### config.mk
export PLATFORM = sky130hd
export DESIGN_NAME = pulse_train_speed_control
export DESIGN_NICKNAME = d
export VERILOG_FILES = /design/src/design/pt_pkg.sv /design/src/design/rate_gen_if.sv /design/src/design/pulse_nco.sv /design/src/design/pulse_train_speed_control.sv
export SDC_FILE = /design/constraint.sdc
export NUM_CORES = 1
export LEC_CHECK = 0
export BUFFER_PORTS_ARGS = -buffer_cell sky130_fd_sc_hd__buf_4
export CAP_MARGIN = 20
export CORE_MARGIN = 3
export CORE_UTILIZATION = 45
export DETAILED_ROUTE_END_ITERATION = 8
export MAX_ROUTING_LAYER = met4
export PLACE_DENSITY = 0.65
export SYNTH_ARGS = -nofsm -noshare
export SYNTH_HDL_FRONTEND = slang
export SYNTH_SLANG_ARGS = --single-unit
### constraint.sdc
create_clock -name sys_clk -period 11.67 [get_ports sys_clk]
set_input_delay 0 -clock sys_clk [delete_from_list [all_inputs] [get_ports sys_clk]]
set_output_delay 0 -clock sys_clk [all_outputs]
set_load 0.05 [all_outputs]
### src/design/pt_pkg.sv
// package: constants, states and helpers of the pulse train speed control block
package pt_pkg;
  localparam int ADDR_W = 8;
  localparam int DATA_W = 32;
  localparam int FREQ_W = 24;
  localparam int ACC_W = 28;
  localparam int MON_W = 16;
  localparam int ERR_W = 16;
  localparam int IRQ_W = 4;
  // register offsets (byte addresses)
  localparam logic [7:0] OFS_CTRL = 8'h00;
  localparam logic [7:0] OFS_TARGET = 8'h04;
  localparam logic [7:0] OFS_RATE = 8'h08;
  localparam logic [7:0] OFS_CMD = 8'h0C;
  localparam logic [7:0] OFS_PULSES = 8'h10;
  localparam logic [7:0] OFS_MONITOR = 8'h14;
  localparam logic [7:0] OFS_STATUS = 8'h18;
  localparam logic [7:0] OFS_PRESENT = 8'h1C;
  localparam logic [7:0] OFS_ERROR = 8'h20;
  localparam logic [7:0] OFS_IRQ_STAT = 8'h24;
  localparam logic [7:0] OFS_IRQ_MASK = 8'h28;
  // field positions
  localparam int CTRL_MODE = 0;
  localparam int CTRL_DIR = 1;
  localparam int CTRL_SEARCH = 2;
  localparam int CTRL_NOPROX = 3;
  localparam int CMD_STEP = 0;
  localparam int CMD_RAMP = 1;
  localparam int CMD_STOP = 2;
  localparam int IRQ_DONE = 0;
  localparam int IRQ_REV = 1;
  localparam int IRQ_TMO = 2;
  localparam int IRQ_REJ = 3;
  // error codes and reset values
  localparam logic [ERR_W-1:0] ERR_NONE = 16'h0000;
  localparam logic [ERR_W-1:0] ERR_REVERSE = 16'h0206;
  localparam logic [ERR_W-1:0] ERR_TIMEOUT = 16'h0300;
  localparam logic [MON_W-1:0] MONITOR_RST = 16'h0064;
  // timing
  localparam int CLK_HZ = 25_000_000;
  localparam int RAMP_TICK_US = 1000;
  localparam int RAMP_TICK_CYC = CLK_HZ / 1_000_000 * RAMP_TICK_US;
  typedef enum logic [2:0] {
    ST_IDLE,
    ST_RUN,
    ST_SEARCH,
    ST_REVERSE,
    ST_SETTLE
  } st_t;
  // one ramp step from cur toward tgt, never overshooting
  function automatic logic [FREQ_W-1:0] step_toward(input logic [FREQ_W-1:0] cur,
      input logic [FREQ_W-1:0] tgt, input logic [FREQ_W-1:0] rate);
    if (cur < tgt) begin
      return ((tgt - cur) > rate) ? cur + rate : tgt;
    end
    return ((cur - tgt) > rate) ? cur - rate : tgt;
  endfunction : step_toward
endpackage : pt_pkg

### src/design/rate_gen_if.sv
// interface: sequencer to pulse rate generator
`timescale 1ns/1ns
`default_nettype none
interface rate_gen_if;
  logic run;
  logic [pt_pkg::FREQ_W-1:0] freq;
  logic pulse;
  logic edge_p;
  modport ctrl (output run, output freq, input pulse, input edge_p);
  modport gen (input run, input freq, output pulse, output edge_p);
endinterface : rate_gen_if
`default_nettype wire

### src/design/pulse_nco.sv
// module: phase accumulator that turns a frequency word into a pulse train
`timescale 1ns/1ns
`default_nettype none
module pulse_nco (
  // clock, reset, enable
  input wire logic sys_clk,
  input wire logic rst_n,
  input wire logic ce,
  // rate port
  rate_gen_if.gen gen
);
  localparam int MSB = pt_pkg::ACC_W - 1;
  logic [pt_pkg::ACC_W-1:0] acc_reg;
  logic msb_reg;
  always_ff @(posedge sys_clk or negedge rst_n) begin
    if (!rst_n) begin
      acc_reg <= '0;
      msb_reg <= 1'b0;
    end else if (ce) begin
      if (gen.run) begin
        acc_reg <= acc_reg + pt_pkg::ACC_W'(gen.freq);
      end else begin
        acc_reg <= '0;
      end
      msb_reg <= gen.run & acc_reg[MSB];
    end
  end
  // pulse output straight from a flop
  assign gen.pulse = msb_reg;
  // rising edge of the coming pulse, one cycle ahead of it
  assign gen.edge_p = ce & gen.run & acc_reg[MSB] & ~msb_reg;
endmodule : pulse_nco
`default_nettype wire

### src/design/pulse_train_speed_control.sv
// top: pulse train generator with speed ramps, origin search and settle monitor
//
// Added by the designer: the register offsets and the address-and-strobe port.
`timescale 1ns/1ns
`default_nettype none
module pulse_train_speed_control #(
  parameter int RAMP_TICK_CYC = pt_pkg::RAMP_TICK_CYC
) (
  // clock, reset, enable
  input wire logic sys_clk,
  input wire logic rstn,
  input wire logic ce,
  // register port
  input wire logic [pt_pkg::ADDR_W-1:0] addr,
  input wire logic [pt_pkg::DATA_W-1:0] wdata,
  input wire logic wr,
  input wire logic rd,
  output logic [pt_pkg::DATA_W-1:0] rdata,
  // drive pins
  output logic pulse_out,
  output logic dir_out,
  input wire logic limit_cw_in,
  input wire logic limit_ccw_in,
  input wire logic origin_prox_in,
  input wire logic origin_in,
  input wire logic inpos_in,
  // interrupt
  output logic irq
);
  localparam logic [31:0] TICK_LAST = 32'(RAMP_TICK_CYC - 1);
  function automatic logic hit(input logic [pt_pkg::ADDR_W-1:0] a,
      input logic [pt_pkg::ADDR_W-1:0] ofs);
    return a == ofs;
  endfunction : hit
  logic rst_s1_reg, rst_s2_reg, rst_n;
  pt_pkg::st_t st_reg;
  logic mode_reg, dir_reg, search_reg, noprox_reg;
  logic [pt_pkg::FREQ_W-1:0] target_reg, rate_cfg_reg, rate_act_reg, present_reg, ramp_next;
  logic [31:0] pulses_reg, remain_reg, tick_cnt_reg;
  logic [pt_pkg::MON_W-1:0] monitor_reg, mon_cnt_reg;
  logic ramping_reg, drive_dir_reg;
  logic [pt_pkg::ERR_W-1:0] err_code_reg;
  logic [pt_pkg::IRQ_W-1:0] irq_stat_reg, irq_mask_reg, events;
  logic tick, running, wr_ctrl, step_cmd, ramp_cmd, stop_cmd;
  logic lim_s, ref_s, ev_rev, ev_tmo, ev_done, ev_rej;

  rate_gen_if gen_if ();
  pulse_nco u_nco (
    .sys_clk(sys_clk),
    .rst_n(rst_n),
    .ce(ce),
    .gen(gen_if)
  );

  // reset release through two flops
  always_ff @(posedge sys_clk or negedge rstn) begin
    if (!rstn) begin
      rst_s1_reg <= 1'b0;
      rst_s2_reg <= 1'b0;
    end else begin
      rst_s1_reg <= 1'b1;
      rst_s2_reg <= rst_s1_reg;
    end
  end
  assign rst_n = rst_s2_reg;

  // decode and events
  assign wr_ctrl = wr & hit(addr, pt_pkg::OFS_CTRL);
  assign step_cmd = wr & hit(addr, pt_pkg::OFS_CMD) & wdata[pt_pkg::CMD_STEP];
  assign ramp_cmd = wr & hit(addr, pt_pkg::OFS_CMD) & wdata[pt_pkg::CMD_RAMP] & ~wdata[pt_pkg::CMD_STEP];
  assign stop_cmd = wr & hit(addr, pt_pkg::OFS_CMD) & wdata[pt_pkg::CMD_STOP];
  assign running = st_reg != pt_pkg::ST_IDLE;
  assign lim_s = drive_dir_reg ? limit_cw_in : limit_ccw_in;
  assign ref_s = noprox_reg ? origin_in : origin_prox_in;
  assign tick = tick_cnt_reg == TICK_LAST;
  assign ramp_next = pt_pkg::step_toward(present_reg, target_reg, rate_act_reg);
  assign ev_rev = st_reg == pt_pkg::ST_REVERSE && lim_s;
  assign ev_tmo = st_reg == pt_pkg::ST_SETTLE && !inpos_in && mon_cnt_reg >= monitor_reg;
  assign ev_done = st_reg == pt_pkg::ST_SETTLE && inpos_in;
  assign ev_rej = (wr_ctrl && running && wdata[pt_pkg::CTRL_DIR] != dir_reg)
    || (running && (mode_reg || st_reg != pt_pkg::ST_RUN) && (step_cmd || ramp_cmd));
  always_comb begin
    events = '0;
    events[pt_pkg::IRQ_DONE] = ev_done;
    events[pt_pkg::IRQ_REV] = ev_rev;
    events[pt_pkg::IRQ_TMO] = ev_tmo;
    events[pt_pkg::IRQ_REJ] = ev_rej;
  end

  assign gen_if.run = st_reg == pt_pkg::ST_RUN || st_reg == pt_pkg::ST_SEARCH
    || st_reg == pt_pkg::ST_REVERSE;
  assign gen_if.freq = present_reg;
  assign pulse_out = gen_if.pulse;
  assign dir_out = drive_dir_reg;

  // software registers
  always_ff @(posedge sys_clk or negedge rst_n) begin
    if (!rst_n) begin
      mode_reg <= 1'b0;
      dir_reg <= 1'b0;
      search_reg <= 1'b0;
      noprox_reg <= 1'b0;
      target_reg <= '0;
      rate_cfg_reg <= '0;
      pulses_reg <= '0;
      monitor_reg <= pt_pkg::MONITOR_RST;
      irq_mask_reg <= '0;
    end else if (ce && wr) begin
      if (hit(addr, pt_pkg::OFS_CTRL) && !running) begin
        mode_reg <= wdata[pt_pkg::CTRL_MODE];
        dir_reg <= wdata[pt_pkg::CTRL_DIR];
        search_reg <= wdata[pt_pkg::CTRL_SEARCH];
        noprox_reg <= wdata[pt_pkg::CTRL_NOPROX];
      end
      if (hit(addr, pt_pkg::OFS_TARGET)) begin
        target_reg <= wdata[pt_pkg::FREQ_W-1:0];
      end
      if (hit(addr, pt_pkg::OFS_RATE)) begin
        rate_cfg_reg <= wdata[pt_pkg::FREQ_W-1:0];
      end
      if (hit(addr, pt_pkg::OFS_PULSES)) begin
        pulses_reg <= wdata;
      end
      if (hit(addr, pt_pkg::OFS_MONITOR)) begin
        monitor_reg <= wdata[pt_pkg::MON_W-1:0];
      end
      if (hit(addr, pt_pkg::OFS_IRQ_MASK)) begin
        irq_mask_reg <= wdata[pt_pkg::IRQ_W-1:0];
      end
    end
  end

  // sticky status, write one to clear, set wins
  always_ff @(posedge sys_clk or negedge rst_n) begin
    if (!rst_n) begin
      irq_stat_reg <= '0;
    end else if (ce) begin
      if (wr && hit(addr, pt_pkg::OFS_IRQ_STAT)) begin
        irq_stat_reg <= (irq_stat_reg & ~wdata[pt_pkg::IRQ_W-1:0]) | events;
      end else begin
        irq_stat_reg <= irq_stat_reg | events;
      end
    end
  end
  assign irq = |(irq_stat_reg & irq_mask_reg);

  // ramp and monitor time base
  always_ff @(posedge sys_clk or negedge rst_n) begin
    if (!rst_n) begin
      tick_cnt_reg <= '0;
    end else if (ce) begin
      tick_cnt_reg <= tick ? '0 : tick_cnt_reg + 32'h1;
    end
  end

  always_ff @(posedge sys_clk or negedge rst_n) begin
    if (!rst_n) begin
      mon_cnt_reg <= '0;
    end else if (ce) begin
      if (st_reg != pt_pkg::ST_SETTLE) begin
        mon_cnt_reg <= '0;
      end else if (tick && mon_cnt_reg != '1) begin
        mon_cnt_reg <= mon_cnt_reg + 16'h1;
      end
    end
  end

  // sequencer
  always_ff @(posedge sys_clk or negedge rst_n) begin
    if (!rst_n) begin
      st_reg <= pt_pkg::ST_IDLE;
      present_reg <= '0;
      rate_act_reg <= '0;
      remain_reg <= '0;
      ramping_reg <= 1'b0;
      drive_dir_reg <= 1'b0;
      err_code_reg <= pt_pkg::ERR_NONE;
    end else if (ce) begin
      unique case (st_reg)
        pt_pkg::ST_IDLE: begin
          if (step_cmd || ramp_cmd) begin
            err_code_reg <= pt_pkg::ERR_NONE;
            drive_dir_reg <= dir_reg;
            remain_reg <= pulses_reg;
            rate_act_reg <= rate_cfg_reg;
            ramping_reg <= ramp_cmd && !search_reg;
            if (search_reg) begin
              st_reg <= pt_pkg::ST_SEARCH;
              present_reg <= target_reg;
            end else if (mode_reg && pulses_reg == '0) begin
              st_reg <= pt_pkg::ST_SETTLE;
            end else begin
              st_reg <= pt_pkg::ST_RUN;
              present_reg <= ramp_cmd ? '0 : target_reg;
            end
          end
        end
        pt_pkg::ST_RUN: begin
          if (stop_cmd) begin
            st_reg <= pt_pkg::ST_IDLE;
            present_reg <= '0;
            ramping_reg <= 1'b0;
          end else if (step_cmd && !mode_reg) begin
            present_reg <= target_reg;
            ramping_reg <= 1'b0;
            if (target_reg == '0) begin
              st_reg <= pt_pkg::ST_IDLE;
            end
          end else if (ramp_cmd && !mode_reg) begin
            ramping_reg <= 1'b1;
            rate_act_reg <= rate_cfg_reg;
          end else if (mode_reg && gen_if.edge_p && remain_reg == 32'h1) begin
            st_reg <= pt_pkg::ST_SETTLE;
            present_reg <= '0;
            ramping_reg <= 1'b0;
          end else begin
            if (mode_reg && gen_if.edge_p) begin
              remain_reg <= remain_reg - 32'h1;
            end
            if (ramping_reg && tick) begin
              present_reg <= ramp_next;
              if (ramp_next == target_reg) begin
                ramping_reg <= 1'b0;
                if (target_reg == '0) begin
                  st_reg <= pt_pkg::ST_IDLE;
                end
              end
            end
          end
        end
        pt_pkg::ST_SEARCH: begin
          if (stop_cmd) begin
            st_reg <= pt_pkg::ST_IDLE;
            present_reg <= '0;
          end else if (ref_s) begin
            st_reg <= pt_pkg::ST_REVERSE;
          end else if (lim_s) begin
            drive_dir_reg <= !drive_dir_reg;
          end
        end
        pt_pkg::ST_REVERSE: begin
          if (ev_rev) begin
            st_reg <= pt_pkg::ST_IDLE;
            present_reg <= '0;
            err_code_reg <= pt_pkg::ERR_REVERSE;
          end else if (stop_cmd) begin
            st_reg <= pt_pkg::ST_IDLE;
            present_reg <= '0;
          end else if (!ref_s) begin
            st_reg <= pt_pkg::ST_SETTLE;
            present_reg <= '0;
          end
        end
        pt_pkg::ST_SETTLE: begin
          if (ev_tmo) begin
            st_reg <= pt_pkg::ST_IDLE;
            err_code_reg <= pt_pkg::ERR_TIMEOUT;
          end else if (ev_done || stop_cmd) begin
            st_reg <= pt_pkg::ST_IDLE;
          end
        end
        default: begin
          st_reg <= pt_pkg::ST_IDLE;
        end
      endcase
    end
  end

  // read data one cycle after the strobe
  always_ff @(posedge sys_clk or negedge rst_n) begin
    if (!rst_n) begin
      rdata <= '0;
    end else if (ce) begin
      rdata <= '0;
      if (rd) begin
        case (addr)
          pt_pkg::OFS_CTRL: rdata <= {28'h0, noprox_reg, search_reg, dir_reg, mode_reg};
          pt_pkg::OFS_TARGET: rdata <= {8'h00, target_reg};
          pt_pkg::OFS_RATE: rdata <= {8'h00, rate_cfg_reg};
          pt_pkg::OFS_PULSES: rdata <= pulses_reg;
          pt_pkg::OFS_MONITOR: rdata <= {16'h0000, monitor_reg};
          pt_pkg::OFS_STATUS: rdata <= {28'h0, st_reg == pt_pkg::ST_SEARCH
            || st_reg == pt_pkg::ST_REVERSE, ramping_reg, drive_dir_reg, running};
          pt_pkg::OFS_PRESENT: rdata <= {8'h00, present_reg};
          pt_pkg::OFS_ERROR: rdata <= {16'h0000, err_code_reg};
          pt_pkg::OFS_IRQ_STAT: rdata <= {28'h0, irq_stat_reg};
          pt_pkg::OFS_IRQ_MASK: rdata <= {28'h0, irq_mask_reg};
          default: rdata <= '0;
        endcase
      end
    end
  end
endmodule : pulse_train_speed_control
`default_nettype wire

=== Word-level counts from Yosys, hierarchy flattened ===
Index checks and enable logic that the tools add are counted.

* Magnitude comparators: 4
* Equal/unequal tests: 43
* Bitwise logic cells: 17
* Muxes and demuxes: 75
* Reduce and logical (&&, ||, !) cells: 56
* $add $sub $neg: 8

{| class="wikitable"
|+ Operators with widths
! kind !! number
|-
| 24-bit two-way mux || 21
|-
| 32-bit one-hot mux with 10 select lines || 1
|-
| 32-bit two-way mux || 8
|-
| 24-bit one-hot mux with 4 select lines || 1
|-
| 16-bit two-way mux || 5
|-
| 24-bit subtractor || 3
|-
| 32-bit one-hot mux with 2 select lines || 1
|-
| 3-bit two-way mux || 17
|-
| 24-bit > comparator || 2
|-
| 16-bit one-hot mux with 3 select lines || 1
|-
| 24-bit one-hot mux with 2 select lines || 1
|-
| 32-bit by 1-bit adder with 32-bit output (second input constant) || 1
|-
| 32-bit by 1-bit == test with 1-bit output (second input constant) || 1
|-
| 32-bit by 15-bit == test with 1-bit output (second input constant) || 1
|-
| 8-bit by 5-bit == test with 1-bit output (second input constant) || 4
|-
| 32-bit zero test || 1
|-
| 32-bit by 1-bit subtractor with 32-bit output (second input constant) || 1
|-
| 28-bit by 24-bit adder with 28-bit output || 1
|-
| 28-bit two-way mux || 1
|-
| 24-bit adder || 1
|-
| 24-bit == test || 1
|-
| 8-bit by 6-bit == test with 1-bit output (second input constant) || 3
|-
| 24-bit zero test || 1
|-
| 24-bit < comparator || 1
|-
| other kinds (39) || 124
|}

* Input bits: 50
* Logic and storage cells: 227
* Output and inout bits: 35
* Bits in registers: 320

=== Longest topological paths before layout ===
* Depth after elaboration: 13
* Mapped depth: 30
* Depth with buffers taken out: 29

=== Cells and area by module ===
Synthesis repeated with hierarchy kept, for this count alone.

* Cell total of the unflattened synthesis: 2593
* Area total of the unflattened synthesis: 22851.9 um^2

{| class="wikitable"
|+ By module, submodules not included
! module !! seq. area each (um^2) !! times used !! cells each !! area an instance (um^2)
|-
| pulse_train_speed_control || 6960.4 || 1 || 2335 || 20528.4
|-
| pulse_nco || 725.7 || 1 || 258 || 2323.5
|}

=== Worst setup path before layout ===
Ideal clock, no wire load.

* Path kind: register -> register
* Start point: reg target_reg[1] (netlist name)
* End point: reg st_reg[0]
* Clock period less this slack: 6.296 ns
* Arrival: 6.169 ns
* Setup time: 0.128 ns
* Required time: 11.542 ns
* Buffers on the path: 2
* Cell stages (with the launch flop): 29
* Path slack: 5.374 ns
* Cell sequence: dfrtp_1 -> clkbuf_1 -> inv_1 -> ha_1 -> nor2b_1 -> o21ai_0 -> a21boi_0 -> o21ai_0 -> nand2b_1 -> a21oi_1 -> o21bai_1 -> a21o_1 -> a2111oi_0 -> nor3_1 -> a221oi_1 -> xnor2_1 -> ha_1 -> nand4_1 -> nor4_1 -> nand3_1 -> o21bai_1 -> or2b_1 -> clkbuf_1 -> o2bb2ai_1 -> mux2_2 -> a2111oi_2 -> o211ai_1 -> a221oi_4 -> mux2_1

* Longest elaborated chain between the ends: 9
* Elaborated cells between the ends (all ways): 22
* Those cells by class: 2 x add/sub; 3 x order compare; 2 x eq/ne; 13 x mux; 2 x reduce/logical

{| class="wikitable"
|+ Ends and longest elaborated chain
! what !! RTL line !! source
|-
| start, declared || pulse_train_speed_control.sv:38 || <nowiki>logic [pt_pkg::FREQ_W-1:0] target_reg, rate_cfg_reg, rate_act_reg, present_reg, ramp_next;</nowiki>
|-
| start signal, assigned || pulse_train_speed_control.sv:116 || <nowiki>target_reg <= wdata[pt_pkg::FREQ_W-1:0];</nowiki>
|-
| parallel branches: the longest is 9 deep, another holds 24-bit subtractor || - ||
|-
| end signal, assigned || pulse_train_speed_control.sv:171 || <nowiki>st_reg <= pt_pkg::ST_IDLE;</nowiki>
|-
| end signal, assigned || pulse_train_speed_control.sv:188 || <nowiki>st_reg <= pt_pkg::ST_SEARCH;</nowiki>
|-
| end signal, assigned || pulse_train_speed_control.sv:191 || <nowiki>st_reg <= pt_pkg::ST_SETTLE;</nowiki>
|-
| end, declared || pulse_train_speed_control.sv:36 || <nowiki>pt_pkg::st_t st_reg;</nowiki>
|}

Several ways; the timed one is not identified. The select of a mux whose other input is x is not followed.
A chain may end at the register's enable or synchronous reset.

=== Worst setup path after layout ===
* Start point: reg target_reg[1] (netlist name)
* End point: reg st_reg[2]

The elaborated chain is that of the path after synthesis.

==> flow_summary.ini <==
[sta]
period_minus_slack_ns = 7.88
final-max-slew-violation-count = 0
setup_total_negative_slack_ns = 0
worst_clock_skew_ns = 0.0166
worst_slew_margin_rel = 0.281
tightest_slew_ns = 1.07
finalHoldViolCount = 0
setup_viol = 0
finalWorstSetupSlack_ns = 3.79
max_freq_mhz = 127
unrepaired_setup_endpoints_after_global_routing = no
min_period_over_period = 0.676

[yosys]
netlist-cell-type-count = 93
synth_area_leaders = dfrtp_1, ha_1, mux2_2
netlist_area_um2 = 22900
yosys-top-cells-count = dfrtp_1, nor2_1, a21oi_1
mappedNetlistNets = 2868
yosysWarningCount = 0
count_of_state_elements_after_synthesis = 307
synth_cells = 2629
post-synth-top-count-cell = dfrtp_1
synth_area_per_cell_um2 = 8.72
sequential_cell_area_fraction_in_the_yosys_report = 0.335
synth-edff-count = 0
asyncSetResetFlopFracSynth = 1.00
yosysTopAreaCell = dfrtp_1
portion_of_synthesized_cell_area_occupied_by_the_leading_cell_type = 0.332
ys.flop_type = dfrtp_1

[setup_path]
worst_path_dominant_cell_family = compound AO/OA/AOI/OAI gates
ws_path_type = flop to flop
worst_setup_path_end_kind = flop
critPathBufInv = 1
cp_max_fo = 18
crit_required_ns = 12.09
worstSetupStartpointType = flop
slowest_delay_ns = 0.71
worst_r2r_path_depth = 26
crit_arrival_ns = 8.30
worst_path_max_delay_cell = o21bai_1
critical_path_cell_count = 26

[clocking]
tritoncts_clock_tree = built
cts-resized-gates = 0
ctsLongestPathBuffers = 3
numClockSinks = 307
clockRootBuffer = clkbuf_16
worstSkewPairLatency_ns = 0.54
htreeDepth = 2
clk_pin_slew_ns = 0.06
cts_made_buffers = 36

[detailed_routing]
postRouteAntennaNets = 0
vias_per_cell = 6.23
detailedRoute.firstIterationViolations = 2494
route.vias.total = 21036
finalWirelength_mm = 82.6
detail_route.first_pass.iterations = 7
post_drt_wl_per_cell_um = 24.4
remaining_drc_errors = 0

[floorplan]
placeableCoreArea_um2 = 50300
num_io_pins = 85
floorplan.die.width_um = 232
std_cell_rows = 82
die_height_um = 232
start_util = 0.456
area_of_the_die_um2 = 53700

[global_routing]
grt_util_all_layers = 0.312
initial_antenna_violation_count = 1
grt_first_pass_wirelength_mm = 125
first_global_vias = 20337
grt_overflow_total = 0
grt_max_degree = 184

[power]
irDropWorstVdd_mv = 0.154
p_leak_nw = 11.6
power_density_nw_per_um2 = 250

[worst_hold_path]
path_category_of_the_worst_min_delay_check = input pin to flop
hold_depth = 5

[cells_and_area]
areaGrowthSynthToFinish_pct = 11.9
fin_nets = 2920
filler_cells_inserted = 4682
drive_above_1_share = 0.127

[status]
outcome = completed

[placed_design]
port_buffers = 84
dp_hpwl_mm = 63.3
final_gp_congestion = 1.01
post-place-ws_ns = 3.94

[job]
cap_viol_max_count = 0
## repair_timing
action,CTS,global route
hold buffers,38,0
buffers inserted,0,0
hold endpoints to repair,136,0
## worst paths after layout
path | start | to | slack, ns
setup / recovery | target_reg[1] | st_reg[2] | 3.79
max in group asynchronous | rst_n | rdata[4] | 9.01
hold reg to reg | rst_n | u_nco.acc_reg[12] | 0.37
setup reg to reg | target_reg[1] | st_reg[2] | 3.79
min in group asynchronous | rstn | rst_n | 0.33
hold / removal | limit_cw_in | dir_out | 0.05
## stage by stage
step	power, mW	hold WS (ns)	instances	instance area (um2)	utilization
after floorplan	4.11	-0.296	2629	22900	-
after global placement	5.15	-0.217	3275	24100	0.479
after detailed placement	5.21	-0.215	3276	24100	0.480
after CTS	6.35	0.0360	3377	25600	0.510
after global routing	6.86	0.0900	3379	25600	0.510
final	6.42	0.0540	3379	25600	0.510
## power breakdown
| part | switching [mW] | internal (mW) | leakage (nW) |
|---|---|---|---|
| registers | 0.256 | 1.22 | 4.16 |
| clock network | 0.459 | 0.649 | 0.571 |
| logic | 2.46 | 1.38 | 6.82 |
## worst reg2reg max path: cells and delay by family, from the launching register on
family | cells | cell delay [ns]
compound gates | 13 | 3.69
xor+xnor | 1 | 0.12
fa+ha+maj | 2 | 0.66
buf+inv | 1 | 0.19
flops | 1 | 0.61
mux | 2 | 0.67
simple gates | 7 | 1.84
## layout make-up
class | count | area [um2] | share of cell area
antenna | 1 | 2.50 | 0.0000976
clock buffer | 52 | 1050 | 0.0410
clock inverter | 11 | 90.1 | 0.00351
inverter | 189 | 709 | 0.0277
multi-input combinational | 1993 | 14000 | 0.545
sequential | 307 | 7690 | 0.300
tap | 672 | 841 | 0.0328
timing repair buffer | 154 | 1270 | 0.0496
## cell usage in the layout, fill, tap and decap left out, drive strengths merged, types with 30 or more instances in the layout
master,count
a22oi,46
o22ai,54
nand3,68
a21oi,203
ha,184
nand2,191
xor2,65
dfrtp,304
buf,115
inv,189
xnor2,95
nor3,64
clkbuf,53
nor2,204
nand4,30
mux2,130
nor4,37
a21o,69
dlygate4sd3,38
o21ai,156
## cells by family (layout without fill, tap and decap cells)
logic type      after synthesis  in the layout  synth area share
mux                         135            135            0.0660
xor+xnor                    160            160            0.0611
fa+ha+maj                   189            189             0.105
buf+inv                     329            406            0.0555
flops                       307            307             0.335
simple gates                722            722             0.150
compound gates              786            786             0.228
other cells                   1              2          0.000164
## layer usage
layer	vias up	part of all wire	track usage
met5	-	0	-
met4	0	0.037	0.102
met3	133	0.066	0.0394
met2	842	0.45	0.471
met1	10423	0.45	0.435
li1	9638	-	-
Note: power is estimated with default switching activity, not from simulation.
